$ cat src/hdl/shp_defs.vh
`ifndef SHP_DEFS_VH
`define SHP_DEFS_VH

// ==========================================================================
// Serial frame layout, counted in serial clock rising edges.
// ==========================================================================
`define SHP_FRAME_BITS      5'd16
`define SHP_ADDR_LAST_BIT   5'd6
`define SHP_DUMMY_BIT       5'd7
`define SHP_DATA_FIRST_BIT  5'd8
`define SHP_DATA_LAST_BIT   5'd15
`define SHP_ADDR_WIDTH      6
`define SHP_DATA_WIDTH      8

// ==========================================================================
// Read/write flag encoding in the first frame bit.
// ==========================================================================
`define SHP_RW_READ         1'b1

// ==========================================================================
// Address range whose reading acknowledges the alarm interrupt.
// ==========================================================================
`define SHP_STATUS_ADDR_LO  6'h20
`define SHP_STATUS_ADDR_HI  6'h27

// ==========================================================================
// Synchroniser reset values: select and serial clock start at their idle
// high levels, so leaving reset never looks like a clock edge.
// ==========================================================================
`define SHP_SYNC_RESET      4'hb

`endif

$ cat src/hdl/shp_unused_placeholder_none.v
`timescale 1ns/1ps
`default_nettype none
`default_nettype wire

$ cat src/hdl/shp_sync.v
`timescale 1ns/1ps
`default_nettype none

// ==========================================================================
// Two-stage synchroniser for a group of independent level inputs.
// ==========================================================================
module shp_sync #(
  parameter       WIDTH     = 4,
  parameter [3:0] RESET_VAL = 4'h0
) (
  input  wire             clock_in,
  input  wire             rst_n_in,
  input  wire [WIDTH-1:0] async_in,
  output wire [WIDTH-1:0] sync_out
);

  reg [WIDTH-1:0] meta_q;
  reg [WIDTH-1:0] sync_q;

  // The first stage feeds only the second, to keep metastability contained.
  always @(posedge clock_in or negedge rst_n_in)
  begin
    if (!rst_n_in)
    begin
      meta_q <= RESET_VAL[WIDTH-1:0];
      sync_q <= RESET_VAL[WIDTH-1:0];
    end
    else
    begin
      meta_q <= async_in;
      sync_q <= meta_q;
    end
  end

  assign sync_out = sync_q;

endmodule // shp_sync

`default_nettype wire

$ cat src/hdl/shp_top.v
`timescale 1ns/1ps
`default_nettype none
`include "shp_defs.vh"

module shp_top (
  input  wire       clock_in,
  input  wire       arst_n_in,
  input  wire       chip_select_n_in,
  input  wire       serial_clock_in,
  input  wire       serial_in_line_in,
  output wire       serial_out_line_out,
  output wire       serial_out_oe_n_out,
  input  wire       control_mode_select_in,
  output wire       host_mode_out,
  output wire [5:0] reg_addr_out,
  output wire       reg_rd_out,
  input  wire [7:0] reg_rdata_in,
  output wire [7:0] reg_wdata_out,
  output wire       reg_wr_out,
  input  wire [7:0] alarm_status_in,
  input  wire       global_irq_enable_in,
  output wire       irq_n_out,
  output wire       irq_oe_n_out
);

  // ========================================================================
  // Reset release.
  // ========================================================================
  reg rst_meta_q;
  reg rst_n_q;

  always @(posedge clock_in or negedge arst_n_in)
  begin
    if (!arst_n_in)
    begin
      rst_meta_q <= 1'b0;
      rst_n_q    <= 1'b0;
    end
    else
    begin
      rst_meta_q <= 1'b1;
      rst_n_q    <= rst_meta_q;
    end
  end

  // ========================================================================
  // Pin synchronisation and edge detection.
  // ========================================================================
  wire [3:0] pins_sync;
  reg        sclk_prev_q;

  shp_sync #(
    .WIDTH     (4),
    .RESET_VAL (`SHP_SYNC_RESET)
  ) u_sync (
    .clock_in (clock_in),
    .rst_n_in (rst_n_q),
    .async_in ({chip_select_n_in, control_mode_select_in, serial_clock_in,
                serial_in_line_in}),
    .sync_out (pins_sync)
  );

  wire cs_n_s   = pins_sync[3];
  wire mode_s   = pins_sync[2];
  wire sclk_s   = pins_sync[1];
  wire sdi_s    = pins_sync[0];

  wire host_mode = ~mode_s;

  wire active   = host_mode & ~cs_n_s;
  wire sclk_ris = active & sclk_s & ~sclk_prev_q;
  wire sclk_fal = active & ~sclk_s & sclk_prev_q;

  // Starts at the clock's idle high level to match the synchroniser reset.
  always @(posedge clock_in or negedge rst_n_q)
  begin
    if (!rst_n_q)
      sclk_prev_q <= 1'b1;
    else
      sclk_prev_q <= sclk_s;
  end

  // ========================================================================
  // Frame receive.
  // ========================================================================
  reg [4:0] bit_cnt_q;
  reg       rw_q;
  reg [5:0] addr_q;
  reg [7:0] wdata_q;
  reg       rd_q;
  reg       load_q;
  reg       wr_q;
  reg       status_rd_q;
  reg [7:0] shout_q;
  reg       sdo_q;
  reg       sdo_oe_n_q;

  function in_status;
    input [5:0] a;
    begin
      in_status = (a >= `SHP_STATUS_ADDR_LO) && (a <= `SHP_STATUS_ADDR_HI);
    end
  endfunction

  // Counting restarts whenever select is high, so an aborted frame
  // never leaves a partial write behind for the next access.
  always @(posedge clock_in or negedge rst_n_q)
  begin
    if (!rst_n_q)
    begin
      bit_cnt_q   <= 5'd0;
      rw_q        <= 1'b0;
      addr_q      <= 6'h00;
      wdata_q     <= 8'h00;
      rd_q        <= 1'b0;
      wr_q        <= 1'b0;
      status_rd_q <= 1'b0;
    end
    else
    begin
      rd_q        <= 1'b0;
      wr_q        <= 1'b0;
      status_rd_q <= 1'b0;
      if (!active)
      begin
        bit_cnt_q <= 5'd0;
      end
      else if (sclk_ris && (bit_cnt_q < `SHP_FRAME_BITS))
      begin
        bit_cnt_q <= bit_cnt_q + 5'd1;
        if (bit_cnt_q == 5'd0)
          rw_q <= sdi_s;
        else if (bit_cnt_q <= `SHP_ADDR_LAST_BIT)
          addr_q <= {addr_q[4:0], sdi_s};
        else if (bit_cnt_q >= `SHP_DATA_FIRST_BIT)
          wdata_q <= {wdata_q[6:0], sdi_s};
        if ((bit_cnt_q == `SHP_ADDR_LAST_BIT) && (rw_q == `SHP_RW_READ))
          rd_q <= 1'b1;
        if (bit_cnt_q == `SHP_DATA_LAST_BIT)
        begin
          wr_q        <= (rw_q != `SHP_RW_READ);
          status_rd_q <= (rw_q == `SHP_RW_READ) && in_status(addr_q);
        end
      end
    end
  end

  // ========================================================================
  // Read data shift out.
  // ========================================================================
  // Data is loaded a cycle after the read strobe and leaves on falling
  // edges, so the host sees each bit stable at its next rising edge.
  always @(posedge clock_in or negedge rst_n_q)
  begin
    if (!rst_n_q)
    begin
      load_q     <= 1'b0;
      shout_q    <= 8'h00;
      sdo_q      <= 1'b0;
      sdo_oe_n_q <= 1'b1;
    end
    else
    begin
      load_q <= rd_q;
      if (!active)
        sdo_oe_n_q <= 1'b1;
      if (load_q)
        shout_q <= reg_rdata_in;
      else if (sclk_fal && (rw_q == `SHP_RW_READ) &&
               (bit_cnt_q >= `SHP_DATA_FIRST_BIT) &&
               (bit_cnt_q < `SHP_FRAME_BITS))
      begin
        sdo_q      <= shout_q[7];
        shout_q    <= {shout_q[6:0], 1'b0};
        sdo_oe_n_q <= 1'b0;
      end
    end
  end

  // ========================================================================
  // Alarm interrupt.
  // ========================================================================
  reg [7:0] alarm_prev_q;
  reg       irq_pend_q;
  reg       irq_oe_n_q;

  wire alarm_change = |(alarm_status_in ^ alarm_prev_q);

  // A change landing on the acknowledging read keeps the interrupt pending.
  always @(posedge clock_in or negedge rst_n_q)
  begin
    if (!rst_n_q)
    begin
      alarm_prev_q <= 8'h00;
      irq_pend_q   <= 1'b0;
      irq_oe_n_q   <= 1'b1;
    end
    else
    begin
      alarm_prev_q <= alarm_status_in;
      if (alarm_change && global_irq_enable_in)
        irq_pend_q <= 1'b1;
      else if (status_rd_q)
        irq_pend_q <= 1'b0;
      irq_oe_n_q <= ~(irq_pend_q & global_irq_enable_in);
    end
  end

  // ========================================================================
  // Outputs.
  // ========================================================================
  assign serial_out_line_out = sdo_q;
  assign serial_out_oe_n_out = sdo_oe_n_q;
  assign host_mode_out       = host_mode;
  assign reg_addr_out        = addr_q;
  assign reg_rd_out          = rd_q;
  assign reg_wdata_out       = wdata_q;
  assign reg_wr_out          = wr_q;
  assign irq_n_out           = 1'b0;       // Open drain: only ever pulls low.
  assign irq_oe_n_out        = irq_oe_n_q;

endmodule // shp_top

`default_nettype wire

$ cat config.mk
export PLATFORM = sky130hd
export DESIGN_NAME = shp_top
export DESIGN_NICKNAME = d
export VERILOG_FILES = /design/src/hdl/shp_unused_placeholder_none.v /design/src/hdl/shp_sync.v /design/src/hdl/shp_top.v
export VERILOG_INCLUDE_DIRS = /design/src /design/src/hdl
export SDC_FILE = /design/constraint.sdc
export NUM_CORES = 1
export LEC_CHECK = 0
export BUFFER_PORTS_ARGS = -buffer_cell sky130_fd_sc_hd__buf_2
export CAP_MARGIN = 10
export CORE_MARGIN = 5
export CORE_UTILIZATION = 50
export CTS_BUF_LIST = sky130_fd_sc_hd__clkbuf_8
export DETAILED_ROUTE_END_ITERATION = 12
export PLACE_DENSITY = 0.85
export SLEW_MARGIN = 20
export SYNTH_ARGS = -nofsm -noshare
export SYNTH_HDL_FRONTEND = slang
export SYNTH_SLANG_ARGS = --single-unit
$ cat constraint.sdc
create_clock -name clock_in -period 1.7 [get_ports clock_in]
set_input_delay 0.51 -clock clock_in [delete_from_list [all_inputs] [get_ports clock_in]]
set_output_delay 0.51 -clock clock_in [all_outputs]
set_load 0.02 [all_outputs]
==> results.yml, run 1 <==
floorplanning:
  dieHeight_um: 76.2
  start_util_pct: 51.1
  boundaryPins: 44
  total_die_area_um2: 5810
  row_count: 24
  placeableCoreArea_um2: 4290
  die_w_um: 76.2
global_route:
  grt_start_max_net_pins: 44
  via_count_of_the_first_global_routing_pass: 1426
  antenna_violations_before_repair: 0
  global_route.overflow_total: 0
  grtUsageTotal_pct: 13.5
  grt_pass1_wl_um: 6390
routing:
  dr.pass1.iters: 4
  drcViolationCount: 0
  postRouteAntennaNets: 0
  drt-total-wl_um: 3830
  detailroute.via_count: 1342
  routedWlPerCell_um: 14.3
  first_iter_violations: 28
  post_drt_via_cell_ratio: 5.01
sta:
  hold_violations: 0
  period_minus_slack_ns: 1.69
  final_min_period_over_clock_period_pct: 99.7
  rsz0062_at_grt: "true"
  maximum_clock_skew_at_final_layout_ns: 0.00596
  max_freq_mhz: 590
  postLayoutSetupSlackWorst_ns: 0.00530
  setup_viol: 0
  maxSlewViolCount: 0
placed_design:
  hpwl_um: 2710
  dp_cells: 257
  place.port_buffers: 42
  routabilityCongestion: 0.776
  place_worst_setup_slack_ns: -0.0805
pwr:
  cellPowerDensity_nw_per_um2: 814
  irDropWorstVdd_mv: 0.587
  leakage_nw: 1.38
  total_power_mw: 2.21
clock_network:
  clk_transition_reported_paths_ns: 0.09
  tritoncts.num_buffers: 5
  max-clock-path-buffers: 2
  clock-sinks: 55
  clk_root_buffer_cell: "clkbuf_8"
  cts.htree.levels: 2
  tritoncts_clock_tree: "done"
  insertion_delay_ns: 0.30
logic_synthesis:
  synth.ff_latch_count: 55
  synth_top_flop_cell: "dfrtp_1"
  synth.top_cells.by_area: "dfrtp_1 (52%), mux2_2 (12%), dfstp_2 (11%), mux2_4 (4.1%), xnor2_1 (3.6%)"
  yosysWarningCount: 0
  mappedNetlistNets: 182
  netlist_area_um2: 2190
  synth_top_area_share_pct: 52.5
  most_instantiated_library_cell_after_synthesis: "dfrtp_1"
  synth.avg_cell_area_um2: 14.2
  post-synth-top-area-cell: "dfrtp_1"
  synth_seq_area_share_pct: 63.3
  ys_async_sr_fraction_pct: 100
  syn-instance-count: 155
  synth.lib_cells_used.distinct: 33
  synth_enable_flop_cells: 0
  post_synth_most_frequent_cells: "dfrtp_1 (46), mux2_2 (23), dfstp_2 (9), nand2_1 (9), xnor2_1 (9)"
outcome:
  status: "completed"
critical_path:
  buffer_and_inverter_count_on_the_worst_path: 0
  crit_slowest_cell: "or3b_2"
  cp_cell_sequence: "ha_2 -> and3_1 -> ha_1 -> or3b_2 -> a21oi_2"
  cp_slowest_stage_delay_ns: 0.45
  startpoint_class_of_the_critical_path: "flip-flop"
  critical_path.top_delay_family: "simple AND/OR/NAND/NOR gates"
  cp_data_required_time_ns: 1.94
  critical_path_start_end_classification: "flip-flop to flip-flop"
  end_kind: "flip-flop"
  rrSetupSlack_ns: 0.005
  worst_ep_arrival_time_ns: 1.93
  worst-path-max-fanout: 4
cells_and_area:
  synthToLayoutAreaGrowth_pct: 23.7
  finalNonFillerCells: 268
  n_antenna_cell: 0
  final_net_count: 242
  drive_gt1_share_pct: 55.1
flow_run:
  cap_violations: 0
min_path:
  hold_class: "flip-flop to asynchronous set/reset pin"
[through the flow]
stage	util [%]	instance area, um^2	hold slack, ns	setup TNS [ns]
final	63.2	2710	0.138	0
after global routing	63.2	2710	0.165	-0.307
after CTS	62.2	2670	0.148	0
after detailed placement	59.4	2550	0.140	-0.803
after global placement	59.4	2550	0.139	-0.172
after floorplan	-	2190	0.214	-0.156
[worst register-to-register path, stage by stage, from the launching register on]
cell and delay, ns:
dfrtp_1 0.43, ha_2 0.21, and3_1 0.15, ha_1 0.26, or3b_2 0.45, a21oi_2 0.14
[final timing paths]
kind                                   from                  end  depth (start not counted)
hold / removal                      rst_n_q     reg_wdata_out[1]                          0
min in group clock_in      chip_select_n_in     u_sync.meta_q[3]                          1
setup / recovery               bit_cnt_q[1]         bit_cnt_q[4]                          5
setup reg to reg               bit_cnt_q[1]         bit_cnt_q[4]                          5
max in group asynchronous           rst_n_q  serial_out_oe_n_out                          1
hold reg to reg                     rst_n_q     reg_wdata_out[1]                          0
[metal layers]
metal,track usage (%),part of all wire (%),up-vias
li1,-,-,638
met1,15.3,41,667
met2,23.8,52,30
met3,4.49,5.1,7
met4,4.02,1.8,0
met5,0,0,-
[registers in the layout, indices dropped and copies added (netlist names)]
| register | count |
|---|---|
| alarm_prev_q | 8 |
| bit_cnt_q | 5 |
| irq_oe_n_out | 1 |
| irq_pend_q | 1 |
| load_q | 1 |
| reg_addr_out | 6 |
| reg_rd_out | 1 |
| reg_wdata_out | 8 |
| reg_wr_out | 1 |
| rst_meta_q | 1 |
| rst_n_q | 1 |
| rw_q | 1 |
| sclk_prev_q | 1 |
| serial_out_line_out | 1 |
| serial_out_oe_n_out | 1 |
| shout_q | 8 |
| status_rd_q | 1 |
| u_sync.meta_q | 4 |
| u_sync.sync_out | 4 |
[area by class of cell]
class / count / area [um^2]
Clock buffer: 5 / 68.8
Clock inverter: 3 / 15.0
Fill cell: 334 / 1580
Inverter: 5 / 18.8
Multi-Input combinational cell: 90 / 811
Sequential cell: 55 / 1390
Tap cell: 52 / 65.1
Timing Repair Buffer: 58 / 345
[report_power, final]
group / switching, mW / internal [mW] / leakage, nW / total, mW
sequential: 0.0232 / 1.35 / 0.696 / 1.37
combinational: 0.0842 / 0.0790 / 0.642 / 0.163
clock: 0.390 / 0.283 / 0.0477 / 0.673
[repair_timing]
item / 4_1_cts / 5_1_grt
hold buffers: 1 / 0
endpoints found under the setup margin: 22 / 17
setup buffers: 1 / 1
pin swaps: 0 / 2
endpoints found under the hold margin: 2 / 0
gates resized for setup: 5 / 8
[cells in the final DEF, fill, tap and decap left out, drive strengths merged, types with 2 or more instances in the layout]
cell / count
nand3: 4
nor2b: 2
ha: 4
nor3: 3
xnor2: 9
conb: 2
dfstp: 9
nand2: 10
clkinv: 3
nor2: 5
inv: 5
buf: 57
nand4: 3
o21ai: 5
clkbuf: 5
and3: 2
dfrtp: 46
mux2: 30
xor2: 2
[cells by family after synthesis]
logic type | Yosys count | synth area share (%)
compound gates | 7 | 1.71
xor+xnor | 11 | 4.39
fa+ha+maj | 4 | 2.28
buf+inv | 10 | 2.22
flops | 55 | 63.3
mux | 30 | 16.4
other cells | 2 | 0.342
simple gates | 36 | 9.36
Power figures use the tool's default switching activity.
==> run 2: changes to the inputs <==
==> constraint.sdc (replaced) <==
create_clock -name clock_in -period 1.7 [get_ports clock_in]
set_input_delay 0.51 -clock clock_in [delete_from_list [all_inputs] [get_ports clock_in]]
set_output_delay 0.51 -clock clock_in [all_outputs]
set_load 0.05 [all_outputs]
==> results.yml, run 2 (same netlist as run 1, synthesis figures left out) <==
clock_network:
  cts.htree.levels: 2
  clk_transition_reported_paths_ns: 0.09
  tritoncts_clock_tree: "done"
  clock-sinks: 55
  insertion_delay_ns: 0.30
  clk_root_buffer_cell: "clkbuf_8"
  max-clock-path-buffers: 2
  tritoncts.num_buffers: 5
cells_and_area:
  mostFrequentLayoutCell: "dfrtp_1"
  sequential_cell_area_um2: 1390
  final_net_count: 242
  synthToLayoutAreaGrowth_pct: 23.8
  n_antenna_cell: 0
  layout_filler_cell_count: 333
  layout_common_cells: "dfrtp_1 (45), buf_2 (41), mux2_2 (23)"
  drive_gt1_share_pct: 55.1
  area_of_the_multi_input_gates_um2: 811
  finalNonFillerCells: 268
critical_path:
  cp_data_required_time_ns: 1.94
  worst_ep_arrival_time_ns: 1.93
  end_kind: "flip-flop"
  timing.critical_path.from: "bit_cnt_q[1]"
  rr_startpoint: "bit_cnt_q[1]"
  startpoint_class_of_the_critical_path: "flip-flop"
  crit_slowest_cell: "or3b_2"
  cp_cell_sequence: "ha_2 -> and3_1 -> ha_1 -> or3b_2 -> a21oi_2"
  rrSetupSlack_ns: 0.005
  worst-path-max-fanout: 4
  setup.worst_path.end: "bit_cnt_q[4]"
  number_of_cells_on_the_worst_reg_to_reg_path: 5
  cp_slowest_stage_delay_ns: 0.45
  r2r-end: "bit_cnt_q[4]"
  critical_path_start_end_classification: "flip-flop to flip-flop"
global_route:
  antenna_violations_before_repair: 0
  gr-usage-met2_pct: 23.8
  grt_start_max_net_pins: 44
  groute.layer.met3.usage_pct: 4.49
  global_route.overflow_total: 0
  via_count_of_the_first_global_routing_pass: 1426
  global_route_hottest_layer: "met2"
  met1_usage_pct: 15.3
  grtUsageTotal_pct: 13.5
  grt_pass1_wl_um: 6390
pwr:
  irDropWorstVdd_mv: 0.588
  cellPowerDensity_nw_per_um2: 820
  total_power_mw: 2.23
  leakage_nw: 1.39
sta:
  setup_viol: 0
  max_freq_mhz: 590
  maximum_clock_skew_at_final_layout_ns: 0.00606
  rsz0062_at_grt: "true"
  postLayoutSetupSlackWorst_ns: 0.00544
  maxSlewViolCount: 0
  period_minus_slack_ns: 1.69
  fin_hold_ws_ns: 0.138
  hold_violations: 0
  final_min_period_over_clock_period_pct: 99.7
  totalNegativeSetupSlack_ns: 0
placed_design:
  place.port_buffers: 42
  hpwl_um: 2710
  routabilityCongestion: 0.776
  dp_cells: 257
  place_worst_setup_slack_ns: -0.0805
routing:
  postRouteAntennaNets: 0
  first_iter_violations: 28
  dr.pass1.iters: 4
  drcViolationCount: 0
  drt-total-wl_um: 3820
  routedWlPerCell_um: 14.3
  detailroute.via_count: 1342
  post_drt_via_cell_ratio: 5.01
floorplanning:
  placeableCoreArea_um2: 4290
  die_w_um: 76.2
  dieHeight_um: 76.2
  row_count: 24
  total_die_area_um2: 5810
  boundaryPins: 44
  start_util_pct: 51.1
outcome:
  status: "completed"
min_path:
  hold_class: "flip-flop to asynchronous set/reset pin"
flow_run:
  cap_violations: 0
run 2: where the power goes:
group | total, mW | switching (mW) | internal [mW] | leakage, nW
Sequential | 1.37 | 0.0232 | 1.35 | 0.696
Clock | 0.673 | 0.390 | 0.283 | 0.0477
Combinational | 0.180 | 0.100 | 0.0796 | 0.642
run 2: layout make-up:
type | instances | share of cell area, %
Clock buffer | 5 | 2.53
Clock inverter | 3 | 0.553
Inverter | 5 | 0.691
Multi-Input combinational cell | 90 | 29.9
Sequential cell | 55 | 51.2
Tap cell | 52 | 2.40
Timing Repair Buffer | 58 | 12.8
run 2: worst min path at each step:
stage	startpoint	to	slack [ns]	depth (start not counted)
after CTS	rst_n_q	reg_wdata_out[1]	0.15	0
after global routing	rst_n_q	reg_wdata_out[1]	0.17	0
after global placement	rst_n_q	reg_wdata_out[0]	0.14	0
after floorplan	arst_n_in	rst_meta_q	0.21	0
final	rst_n_q	reg_wdata_out[1]	0.14	0
after detailed placement	rst_n_q	reg_wdata_out[0]	0.14	0
run 2: worst max-delay path, delay by kind of cell (launching register included):
kind	cells	cell delay, ns
DFF	1	0.43
adders and majority gates	2	0.47
AOI/OAI and AO/OA	1	0.14
and+or+nand+nor	2	0.60
run 2: stage by stage:
step                      utilization [%]  area (um^2)
after CTS                            62.2         2670
after global placement               59.4         2550
after global routing                 63.2         2720
after floorplan                         -         2190
after detailed placement             59.4         2550
final                                63.2         2720
run 2: metal layers:
metal | wire length [um] | share of wire [%]
met5 | 0 | 0
met4 | 68 | 1.8
met3 | 196 | 5.1
met2 | 1970 | 52
met1 | 1580 | 41
run 2: what timing repair did:
item                                    4_1_cts  5_1_grt
gates resized for setup                       5        9
hold buffers                                  1        0
pin swaps                                     0        2
endpoints found under the setup margin       22       17
hold endpoints to repair                      2        0
gates cloned                                  0        0
setup buffers                                 1        1
==> run 3: changes to the inputs <==
--- a/config.mk
+++ b/config.mk
@@ -6,13 +6,14 @@
 export SDC_FILE = /design/constraint.sdc
 export NUM_CORES = 1
 export LEC_CHECK = 0
-export BUFFER_PORTS_ARGS = -buffer_cell sky130_fd_sc_hd__buf_2
 export CAP_MARGIN = 10
 export CORE_MARGIN = 5
 export CORE_UTILIZATION = 50
 export CTS_BUF_LIST = sky130_fd_sc_hd__clkbuf_8
 export DETAILED_ROUTE_END_ITERATION = 12
-export PLACE_DENSITY = 0.85
+export DONT_BUFFER_PORTS = 1
+export PLACE_DENSITY = 0.77
+export SKIP_CTS_REPAIR_TIMING = 1
 export SLEW_MARGIN = 20
 export SYNTH_ARGS = -nofsm -noshare
 export SYNTH_HDL_FRONTEND = slang
==> results.yml, run 3 (same netlist as run 1, synthesis figures left out) <==
placed_design:
  routabilityCongestion: 0.717
  hpwl_um: 2720
  place.port_buffers: 0
  placedInstanceArea_um2: 2320
floorplanning:
  dieHeight_um: 76.2
  boundaryPins: 44
  total_die_area_um2: 5810
  placeableCoreArea_um2: 4290
  row_count: 24
  start_util_pct: 51.1
  die_w_um: 76.2
cells_and_area:
  layout_filler_cell_count: 345
  drive_gt1_share_pct: 41.6
  layout_common_cells: "dfrtp_1 (45), mux2_2 (23), buf_4 (13)"
  final_net_count: 199
  n_antenna_cell: 0
  mostFrequentLayoutCell: "dfrtp_1"
  synthToLayoutAreaGrowth_pct: 13.2
  finalInstanceArea_um2: 2480
global_route:
  global_route.overflow_total: 0
  grtUsageTotal_pct: 13.4
  antenna_violations_before_repair: 0
  grt_start_max_net_pins: 38
  via_count_of_the_first_global_routing_pass: 1275
  grt_pass1_wl_um: 6240
routing:
  routedWlPerCell_um: 16.3
  dr.pass1.iters: 4
  detailroute.via_count: 1193
  post_drt_via_cell_ratio: 5.30
  drcViolationCount: 0
  drt-total-wl_um: 3680
  postRouteAntennaNets: 0
  first_iter_violations: 59
critical_path:
  worst_ep_arrival_time_ns: 1.89
  critical_path_start_end_classification: "flip-flop to flip-flop"
  end_kind: "flip-flop"
  worst-path-max-fanout: 6
  startpoint_class_of_the_critical_path: "flip-flop"
  cp_data_required_time_ns: 1.88
clock_network:
  cts.htree.levels: 2
  insertion_delay_ns: 0.29
  max-clock-path-buffers: 2
  clk_root_buffer_cell: "clkbuf_8"
  clock-sinks: 55
  tritoncts.num_buffers: 5
  clk_transition_reported_paths_ns: 0.09
  tritoncts_clock_tree: "done"
outcome:
  status: "finished, violations left"
  failed_checks: "negative setup slack"
sta:
  maxSlewViolCount: 0
  max_freq_mhz: 587
  final_min_period_over_clock_period_pct: 100
  totalNegativeSetupSlack_ns: -0.0129
  slew-limit-headroom_pct: 62.4
  setup_viol: 4
  hold_violations: 0
  postLayoutSetupSlackWorst_ns: -0.00503
  rsz0062_at_grt: "true"
  worst_pin_slew_ns: 0.565
  maximum_clock_skew_at_final_layout_ns: 0.00711
  period_minus_slack_ns: 1.71
pwr:
  irDropWorstVdd_mv: 0.575
  leakage_nw: 1.17
  cellPowerDensity_nw_per_um2: 872
  total_power_mw: 2.17
min_path:
  hold_class: "flip-flop to asynchronous set/reset pin"
flow_run:
  cap_violations: 0
run 3: cell type report:
class                      instances  area (um^2)  area share (%)
clock buffer                       5         68.8            2.77
clock inverter                     3         11.3           0.454
inverter                           5         22.5           0.907
multi-input combinational         90          798            32.2
sequential                        55         1390            55.9
tap                               52         65.1            2.62
timing repair buffer              15          128            5.14
run 3: worst paths after layout:
check / depth (start not counted) / from / slack, ns / endpoint
worst max-delay path: 4 / u_sync.sync_out[1] / -0.005 / reg_addr_out[0]
worst min-delay path: 0 / rst_n_q / 0.19 / reg_wdata_out[1]
worst max register to register: 4 / u_sync.sync_out[1] / -0.005 / reg_addr_out[0]
worst min register to register: 0 / rst_n_q / 0.19 / reg_wdata_out[1]
max in group asynchronous: 1 / rst_n_q / 0.93 / irq_oe_n_out
min in group clock_in: 0 / serial_in_line_in / 0.20 / u_sync.meta_q[0]
run 3: worst max-delay path: stages, from the launching register on:
cell and delay, ns:
dfstp_2 0.54, nor3b_4 0.21, nand2_2 0.09, or3_4 0.44, mux2_4 0.31
run 3: through the flow:
stage	util, %	hold WS (ns)	instances	worst slack, ns
after detailed placement	54.1	0.197	213	-0.137
final	57.8	0.187	225	-0.00503
after global routing	57.8	0.178	225	-0.0701
after global placement	54.1	0.188	213	-0.0486
after floorplan	-	0.214	155	-0.0260
after CTS	56.0	-0.112	221	-0.144
run 3: where the power goes:
group	switching [mW]	internal (mW)	total (mW)
sequential	0.0440	1.35	1.39
combinational	0.0659	0.0598	0.126
clock	0.371	0.275	0.647
total	0.481	1.68	2.17
run 3: routing by layer:
layer / GRT usage [%] / share of wire (%)
met2: 22.2 / 53
met4: 5.77 / 1.8
met1: 15.7 / 39
met3: 4.73 / 6.2
met5: 0 / 0
